[config.mk]
export PLATFORM = sky130hd
export DESIGN_NAME = ifd_decoder
export DESIGN_NICKNAME = d
export VERILOG_FILES = /design/src/include/ifd_pkg.sv /design/src/design/ifd_phase_gen.sv /design/src/design/ifd_decoder.sv
export SDC_FILE = /design/constraint.sdc
export NUM_CORES = 1
export LEC_CHECK = 0
export CAP_MARGIN = 10
export CORE_UTILIZATION = 50
export DETAILED_ROUTE_END_ITERATION = 7
export DONT_BUFFER_PORTS = 1
export PLACE_DENSITY = 0.64
export RECOVER_POWER = 50
export SLEW_MARGIN = 30
export SYNTH_ARGS = -nofsm -noshare
export SYNTH_HDL_FRONTEND = slang
export SYNTH_SLANG_ARGS = --single-unit
[constraint.sdc]
create_clock -name clock -period 3.6 [get_ports clock]
set_input_delay 0.54 -clock clock [delete_from_list [all_inputs] [get_ports clock]]
set_output_delay 0.54 -clock clock [all_outputs]
set_load 0.02 [all_outputs]
[src/include/ifd_pkg.sv]
// package: field layout, class codes and timing constants of the decoder
package ifd_pkg;

  // ***********************************************************************
  // word layout
  // ***********************************************************************
  localparam int WORD_W      = 14;
  localparam int FILE_W      = 7;
  localparam int BIT_W       = 3;
  localparam int LIT8_W      = 8;
  localparam int LIT11_W     = 11;
  localparam int FILE_LSB    = 0;
  localparam int DEST_POS    = 7;
  localparam int BITSEL_LSB  = 7;
  localparam int CLASS_MSB   = 13;
  localparam int CLASS_LSB   = 12;
  localparam int BOP_MSB     = 11;
  localparam int BOP_LSB     = 10;
  localparam int SKIPTEST_MSB = 11;
  localparam int BYTEOP_MSB  = 11;
  localparam int BYTEOP_LSB  = 8;
  localparam int LIT_OP_MSB  = 11;
  localparam int LIT_OP_LSB  = 8;
  localparam int CALLGO_POS  = 11;

  // class field codes
  localparam logic [1:0] CLS_BYTE = 2'h0;
  localparam logic [1:0] CLS_BIT  = 2'h1;
  localparam logic [1:0] CLS_JUMP = 2'h2;
  localparam logic [1:0] CLS_LIT  = 2'h3;

  // bit-class sub-codes: clear, set, test-clear-skip, test-set-skip
  localparam logic [1:0] BOP_TSTC = 2'h2;
  localparam logic [1:0] BOP_TSTS = 2'h3;

  // byte-class sub-codes that may skip (decrement/increment and skip)
  localparam logic [3:0] BYOP_DECSKIP = 4'hb;
  localparam logic [3:0] BYOP_INCSKIP = 4'hf;

  // byte-class zero-upper group: return family and misc control
  localparam logic [3:0]  BYOP_MISC   = 4'h0;
  localparam logic [13:0] WORD_RETURN = 14'h0008;
  localparam logic [13:0] WORD_RETFIE = 14'h0009;

  // literal-class: return with literal uses upper nibble 01xx
  localparam logic [1:0] LITOP_RETLW = 2'h1;

  // ***********************************************************************
  // timing
  // ***********************************************************************
  localparam int OSC_PER_CYCLE = 4;
  localparam int CLK_MHZ       = 100;
  localparam int CLK_PERIOD_NS = 1000 / CLK_MHZ;

  typedef enum logic [1:0] {
    IFD_Q1 = 2'b00,
    IFD_Q2 = 2'b01,
    IFD_Q3 = 2'b11,
    IFD_Q4 = 2'b10
  } ifd_phase_t;

  typedef enum logic [1:0] {
    IFD_CLASS_BYTE = 2'h0,
    IFD_CLASS_BIT  = 2'h1,
    IFD_CLASS_LIT  = 2'h2
  } ifd_class_t;

endpackage : ifd_pkg

[src/design/ifd_phase_gen.sv]
// four-phase generator splitting the clock into instruction cycles
`timescale 1ns/1ps
`default_nettype none
module ifd_phase_gen
  import ifd_pkg::*;
(
  // clock and reset
  input  wire logic       clock,
  input  wire logic       sys_rst,
  // phase outputs
  output ifd_phase_t      phase,
  output logic            cycle_start,
  output logic            cycle_end
);

  ifd_phase_t phase_reg;
  ifd_phase_t phase_next;

  // ***********************************************************************
  // phase sequencer
  // ***********************************************************************
  always_comb begin
    case (phase_reg)
      IFD_Q1:  phase_next = IFD_Q2;
      IFD_Q2:  phase_next = IFD_Q3;
      IFD_Q3:  phase_next = IFD_Q4;
      IFD_Q4:  phase_next = IFD_Q1;
      default: phase_next = IFD_Q1;
    endcase
  end

  always_ff @(posedge clock) begin
    if (sys_rst) begin
      phase_reg <= IFD_Q1;
    end else begin
      phase_reg <= phase_next;
    end
  end

  assign phase       = phase_reg;
  assign cycle_start = (phase_reg == IFD_Q1);
  assign cycle_end   = (phase_reg == IFD_Q4);

endmodule : ifd_phase_gen
`default_nettype wire

[src/design/ifd_decoder.sv]
// instruction field decoder with cycle sequencing
`timescale 1ns/1ps
`default_nettype none

module ifd_decoder
  import ifd_pkg::*;
(
  // clock and reset
  input  wire logic                 clock,
  input  wire logic                 sys_rst,
  // program memory side
  input  wire logic [WORD_W-1:0]    instr_word,
  input  wire logic                 instr_valid,
  // datapath feedback
  input  wire logic                 test_true,
  input  wire logic                 ptr_write,
  // phase
  output ifd_phase_t                phase,
  output logic                      cycle_start,
  output logic                      cycle_end,
  // decoded fields
  output ifd_class_t                instr_class,
  output logic [WORD_W-1:0]         opcode_word,
  output logic [FILE_W-1:0]         file_addr,
  output logic                      dest_file,
  output logic                      dest_acc,
  output logic [BIT_W-1:0]          bit_sel,
  output logic [7:0]                bit_mask,
  output logic [LIT8_W-1:0]         literal8,
  output logic [LIT11_W-1:0]        literal11,
  output logic                      lit_is_long,
  output logic                      is_cond_test,
  output logic                      is_branch,
  // sequencing
  output logic                      exec_valid,
  output logic                      flush_nop,
  output logic                      load_pointer,
  output logic                      fetch_next
);

  // ***********************************************************************
  // phase generator
  // ***********************************************************************
  ifd_phase_gen u_phase (
    .clock       (clock),
    .sys_rst     (sys_rst),
    .phase       (phase),
    .cycle_start (cycle_start),
    .cycle_end   (cycle_end)
  );

  // ***********************************************************************
  // instruction latch, taken in the last phase (Q4) of each cycle
  // ***********************************************************************
  // the word stands a whole cycle while the next one is fetched
  logic [WORD_W-1:0] ir_reg;
  logic              ir_valid_reg;
  logic              flush_reg;
  logic              flush_next;

  always_ff @(posedge clock) begin
    if (sys_rst) begin
      ir_reg       <= 14'h0000;
      ir_valid_reg <= 1'b0;
    end else if (cycle_end) begin
      ir_reg       <= instr_word;
      ir_valid_reg <= instr_valid;
    end
  end

  // ***********************************************************************
  // combinational class and field decode
  // ***********************************************************************
  logic [1:0]  cls_f;
  logic [1:0]  bop_f;
  logic [3:0]  byop_f;
  ifd_class_t  cls_d;
  logic        cond_d;
  logic        branch_d;
  logic        long_d;

  assign cls_f  = ir_reg[CLASS_MSB:CLASS_LSB];
  assign bop_f  = ir_reg[BOP_MSB:BOP_LSB];
  assign byop_f = ir_reg[BYTEOP_MSB:BYTEOP_LSB];

  always_comb begin
    cls_d    = IFD_CLASS_LIT;
    cond_d   = 1'b0;
    branch_d = 1'b0;
    long_d   = 1'b0;
    case (cls_f)
      CLS_BYTE: begin
        cls_d  = IFD_CLASS_BYTE;
        cond_d = (byop_f == BYOP_DECSKIP) || (byop_f == BYOP_INCSKIP);
        // return family has no operand; only exact words branch
        branch_d = (ir_reg == WORD_RETURN) || (ir_reg == WORD_RETFIE);
      end
      CLS_BIT: begin
        cls_d  = IFD_CLASS_BIT;
        cond_d = (bop_f == BOP_TSTC) || (bop_f == BOP_TSTS);
      end
      CLS_JUMP: begin
        // call and goto both carry the long literal
        cls_d    = IFD_CLASS_LIT;
        long_d   = 1'b1;
        branch_d = 1'b1;
      end
      CLS_LIT: begin
        cls_d    = IFD_CLASS_LIT;
        // low bits of the sub-code are don't-care for this group
        branch_d = (ir_reg[LIT_OP_MSB:LIT_OP_MSB-1] == LITOP_RETLW);
      end
      default: begin
        cls_d = IFD_CLASS_LIT;
      end
    endcase
  end

  // ***********************************************************************
  // bit mask, one compare per bit of the addressed byte
  // ***********************************************************************
  logic [BIT_W-1:0] bsel_f;
  logic [7:0]       mask_d;

  assign bsel_f = ir_reg[BITSEL_LSB +: BIT_W];

  for (genvar gi = 0; gi < 8; gi++) begin : g_mask
    assign mask_d[gi] = (bsel_f == BIT_W'(gi));
  end

  // ***********************************************************************
  // registered field outputs
  // ***********************************************************************
  // fields of a flushed word still update; exec_valid says whether to use them
  always_ff @(posedge clock) begin
    if (sys_rst) begin
      instr_class  <= IFD_CLASS_BYTE;
      opcode_word  <= 14'h0000;
      file_addr    <= 7'h00;
      dest_file    <= 1'b0;
      dest_acc     <= 1'b0;
      bit_sel      <= 3'h0;
      bit_mask     <= 8'h00;
      literal8     <= 8'h00;
      literal11    <= 11'h000;
      lit_is_long  <= 1'b0;
      is_cond_test <= 1'b0;
      is_branch    <= 1'b0;
    end else if (cycle_start) begin
      instr_class  <= cls_d;
      opcode_word  <= ir_reg;
      file_addr    <= ir_reg[FILE_LSB +: FILE_W];
      dest_file    <= (cls_d == IFD_CLASS_BYTE) && ir_reg[DEST_POS];
      dest_acc     <= (cls_d == IFD_CLASS_BYTE) && !ir_reg[DEST_POS];
      bit_sel      <= bsel_f;
      bit_mask     <= mask_d;
      literal8     <= ir_reg[LIT8_W-1:0];
      literal11    <= ir_reg[LIT11_W-1:0];
      lit_is_long  <= long_d;
      is_cond_test <= cond_d;
      is_branch    <= branch_d;
    end
  end

  // ***********************************************************************
  // cycle sequencing: skip or jump makes the next cycle a nop
  // ***********************************************************************
  logic exec_now;

  // a flushed cycle executes nothing even though a word was fetched
  assign exec_now = ir_valid_reg && !flush_reg;

  // a taken skip only drops the next word; the pointer still steps by one,
  // so only a jump or a pointer write asks for a new load
  logic skip_only;

  assign skip_only = is_cond_test && test_true && !is_branch && !ptr_write;

  always_comb begin
    flush_next = 1'b0;
    if (exec_now) begin
      flush_next = is_branch || (is_cond_test && test_true)
                   || ptr_write;
    end
  end

  always_ff @(posedge clock) begin
    if (sys_rst) begin
      flush_reg <= 1'b0;
    end else if (cycle_end) begin
      flush_reg <= flush_next;
    end
  end

  // ***********************************************************************
  // sequencing outputs
  // ***********************************************************************
  always_ff @(posedge clock) begin
    if (sys_rst) begin
      exec_valid   <= 1'b0;
      flush_nop    <= 1'b0;
      load_pointer <= 1'b0;
    end else begin
      exec_valid   <= exec_now && !cycle_end;
      flush_nop    <= ir_valid_reg && flush_reg && !cycle_end;
      load_pointer <= cycle_end && flush_next && !skip_only;
    end
  end

  // fetch of the following word overlaps execution of this one
  assign fetch_next = cycle_end;

endmodule : ifd_decoder
`default_nettype wire

Word level (Yosys, flattened, before mapping)

Cells that the tools add are included.

Output and inout bits: 66
Register bits: 79
Input port bits: 19
Logic and storage cells: 72

Mux-type cells: 6
Equality and inequality tests: 20
Reduce and logical (&&, ||, !) cells: 27

Operators with widths:

| kind                  | count |
|---|---|
| $eq A14 B4 Y1 const B | 2 |
| $eq A2 B2 Y1 const B  | 6 |
| $eq A3 B3 Y1 const B  | 4 |
| $logic_and A1 B1 Y1   | 11 |
| $eq A4 B4 Y1 const B  | 2 |
| $pmux W2 S4           | 1 |
| $eq A2 B1 Y1 const B  | 3 |
| $eq A3 B2 Y1 const B  | 2 |
| $logic_not A1 Y1      | 6 |
| $logic_not A2 Y1      | 3 |
| $pmux W2 S3           | 1 |
| $logic_or A1 B1 Y1    | 5 |
| $eq A3 B1 Y1 const B  | 1 |
| $logic_not A3 Y1      | 1 |
| $pmux W1 S3           | 1 |
| $mux W1               | 2 |
| $pmux W1 S2           | 1 |
| $reduce_or A2 Y1      | 1 |

Logic depth before layout (Yosys ltp)

Depth in word-level cells: 6
Depth in mapped cells: 6
Depth with buffers taken out: 4

Modules after synthesis

A second synthesis with hierarchy kept.

Cell total of the unflattened synthesis: 220
Area total of the unflattened synthesis: 2163.3 um^2

By module, submodules not included:

| module        | seq. area each (um^2) | instances | area each (um^2) | cells an instance |
|---|---|---|---|---|
| ifd_decoder   | 960.9                 | 1         | 2103.3           | 214 |
| ifd_phase_gen | 40.0                  | 1         | 60.1             | 6 |

Worst setup path after synthesis

No wires, ideal clock.

Path kind: flip-flop to output port
Start point: register u_phase.phase_reg[1], in the netlist u_phase.phase[1]
End point: output port fetch_next
Setup slack: 1.802 ns
Arrival time: 1.258 ns
Required time: 3.060 ns
Buffers on the path: 3
Stages on the path, launching flop included: 6
Cell sequence: dfxtp_1 > nand2b_1 > buf_2 > inv_2 > buf_2 > buf_4

Longest elaborated chain between the ends: 1

Ends and longest elaborated chain:

| element                | line                | RTL |
|---|---|---|
| from (decl)            | ifd_phase_gen.sv:16 | `ifd_phase_t phase_reg;` |
| from (signal assigned) | ifd_phase_gen.sv:36 | `phase_reg <= phase_next;` |
| $eq A2 B2 Y1           | ifd_phase_gen.sv:42 | `assign cycle_end = (phase_reg == IFD_Q4);` |
| to (decl)              | ifd_decoder.sv:38   | `output logic fetch_next` |

No other way between the ends.

Worst setup path after layout

Start point: register u_phase.phase_reg[1], in the netlist u_phase.phase[1]
End point: output port cycle_start

Longest elaborated chain between the ends: 1

Ends and longest elaborated chain:

| element          | line                | RTL |
|---|---|---|
| $logic_not A2 Y1 | ifd_phase_gen.sv:41 | `assign cycle_start = (phase_reg == IFD_Q1);` |
| to (decl)        | ifd_decoder.sv:19   | `output logic cycle_start,` |

No other way between the ends.

==> flow_metrics.env <==
export IMPL_worst_slew_pin_slew_ns=0.814
export IMPL_synth_xor_xnor_area_share_pct=0
export IMPL_synthAdderAreaFrac_pct=0
export IMPL_r2r_start="u_phase.phase[1]"
export IMPL_synth_top_flop_cell="dfxtp_1"
export IMPL_finalNetCount=231
export IMPL_status="complete, no violations"
export IMPL_skew_ns=0.00287
export IMPL_finalNonFillerCells=261
export IMPL_arrival_ns=1.97
export IMPL_vias_per_cell=5.43
export IMPL_synth_compound_area_share_pct=12.2
export IMPL_clockBufferDepth=2
export IMPL_antenna_left=0
export IMPL_dr_wl_met3_um=363
export IMPL_clk_latency_ns=0.29
export IMPL_post_route_util_pct=50.0
export IMPL_rrSetupSlack_ns=1.14
export IMPL_hold_viol_final=0
export IMPL_power_density_nw_per_um2=520
export IMPL_crit_path_end_kind="output pin"
export IMPL_synth_enable_flop_cells=0
export IMPL_hpwl_mm=2.53
export IMPL_grt_usage_pct=19.3
export IMPL_synthTopCellsByArea="dfxtp_1, nand2_1, buf_4"
export IMPL_vias=1418
export IMPL_start_util_pct=53.8
export IMPL_holdPathStages=1
export IMPL_setup_slack_ns=1.09
export IMPL_finalSetupTns_ns=0
export IMPL_grt_overflow_total=0
export IMPL_routed_top_layer="met4"
export IMPL_slew_violations=0
export IMPL_yosys_area_top_type="dfxtp_1"
export IMPL_synth_most_common_cell="nand2_1"
export IMPL_dieArea_um2=4320
export IMPL_syn_inst=251
export IMPL_startpoint="u_phase.phase[1]"
export IMPL_fin_crit_ns=2.51
export IMPL_muxShareOfSynthArea_pct=0
export IMPL_synth_area_um2=2030
export IMPL_ys_top_cells_by_count="nand2_1, dfxtp_1, a21oi_1"
export IMPL_maxSlewHeadroom_pct=45.4
export IMPL_avgRoutedWirePerCell_um=14.6
export IMPL_drv_cap=0
export IMPL_grt_antenna_before_repair=0
export IMPL_timing_rr_end="is_branch"
export IMPL_grt_max_degree=49
export IMPL_clk_pin_slew_worst_paths_ns=0.08
export IMPL_vdd_drop_max_mv=0.261
export IMPL_cts_tree="done"
export IMPL_grt_pass1_wl_mm=6.29
export IMPL_synth_top_area_share_pct=49.3
export IMPL_fmax_mhz=398
export IMPL_first_pass_iters=4
export IMPL_total_power_mw=0.981
export IMPL_port_buffers=0
export IMPL_drt_initial_drc_count=72
export IMPL_place_gp_congestion=0.732
export IMPL_syn_to_final_growth_pct=-7.09
export IMPL_drc=0
export IMPL_setup_viol=0
export IMPL_clkSinkCount=50
export IMPL_syn_nets=270
export IMPL_path_max_fanout=31
export IMPL_post_cts_buffers=0
export IMPL_ys_types=26
export IMPL_htreeDepth=2
export IMPL_ios=85
export IMPL_p_leak_nw=0.616
export IMPL_cp_endpoint="cycle_start"
export IMPL_ys_warn_count=0
export IMPL_ctsHoldBuffers=0
export IMPL_rsz0062_at_grt="no"
export IMPL_synth_top_family_by_area="simple AND/OR/NAND/NOR gates"
export IMPL_wl_met2_mm=1.82
export IMPL_path_class="flop to output pin"
export IMPL_start_kind="flop"
export IMPL_critPathRequiredTime_ns=3.06
export IMPL_r2r_cells=4
export IMPL_yosys_register_bits=50
export IMPL_rows=22
export IMPL_synthArstFlopShare_pct=0
export IMPL_synthSimpleGateAreaFrac_pct=23.6
export IMPL_wl_met1_mm=1.60
export IMPL_avgSynthCellArea_um2=8.09
export IMPL_placed_cells=253
export IMPL_dieHeight_um=65.7
export IMPL_place_ws_ns=1.12
export IMPL_diodes=0
export IMPL_core_um2=3770
export IMPL_routed_wl_mm=3.81
export IMPL_grt_pass1_vias=1379
export IMPL_clockRootBuffer="clkbuf_8"
export IMPL_post_route_period_util_pct=69.8
export IMPL_cts_resized=0
export IMPL_synth_seq_area_share_pct=49.3
export IMPL_hold_class="primary input to flop"
export IMPL_numCtsBuffers=5
export IMPL_drive_above_1_share_pct=4.23
export IMPL_die_w_um=65.7
## layout make-up
type | instances | area, um^2
Tap cell | 48 | 60.1
Clock buffer | 7 | 86.3
Multi-Input combinational cell | 153 | 726
Sequential cell | 50 | 1000
Clock inverter | 1 | 5.00
Fill cell | 356 | 1890
Inverter | 2 | 7.51
## stage by stage
step	instance area (um^2)	hold WS (ns)
after floorplan	2030	0.432
after global routing	1890	0.286
after global placement	1790	0.447
after CTS	1890	0.292
final	1890	0.304
after detailed placement	1790	0.448
## power by group
group          switching [mW]  internal, mW
logic                  0.0365        0.0167
registers              0.0368         0.568
clock network           0.167         0.155
total                   0.241         0.740
## layout by cell type, fill, tap and decap left out, types with 2 or more instances in the layout
| master | Yosys | routed |
|---|---|---|
| nand2_1 | 73 | 73 |
| dfxtp_1 | 50 | 50 |
| a21oi_1 | 44 | 44 |
| nor2_1 | 6 | 6 |
| clkbuf_8 | 0 | 6 |
| nand2b_1 | 4 | 4 |
| nand4b_1 | 4 | 4 |
| nor4_1 | 3 | 3 |
| nor3_1 | 3 | 3 |
| nand3b_1 | 2 | 2 |
| or4b_1 | 2 | 2 |
| nand3_1 | 2 | 2 |
## worst min-delay path by stage
stage                   start             end
finish                sys_rst       flush_reg
global route          sys_rst      ir_reg[11]
CTS                   sys_rst       ir_reg[0]
detailed placement  ir_reg[0]  opcode_word[0]
global placement    ir_reg[0]       ir_reg[0]
floorplan           ir_reg[0]  opcode_word[0]
## worst max-delay path, stage by stage, from the launching register on
cell and delay, ns:
dfxtp_1 0.54, or2_4 0.40, clkinv_1 0.74
## routing by layer
| metal | vias to the layer above | global-route usage [%] |
|---|---|---|
| met1 | 661 | 21.3 |
| li1 | 712 | - |
| met3 | 4 | 9.03 |
| met2 | 41 | 32.4 |
| met4 | 0 | 6.52 |
| met5 | - | 0 |
## kinds of logic (layout without fill, tap and decap cells)
family	Yosys count	after routing
AO/OA/AOI/OAI	48	48
flip-flops	50	50
buffers and inverters	48	10
AND/OR/NAND/NOR	105	105
Note: power is estimated with default switching activity, not from simulation.
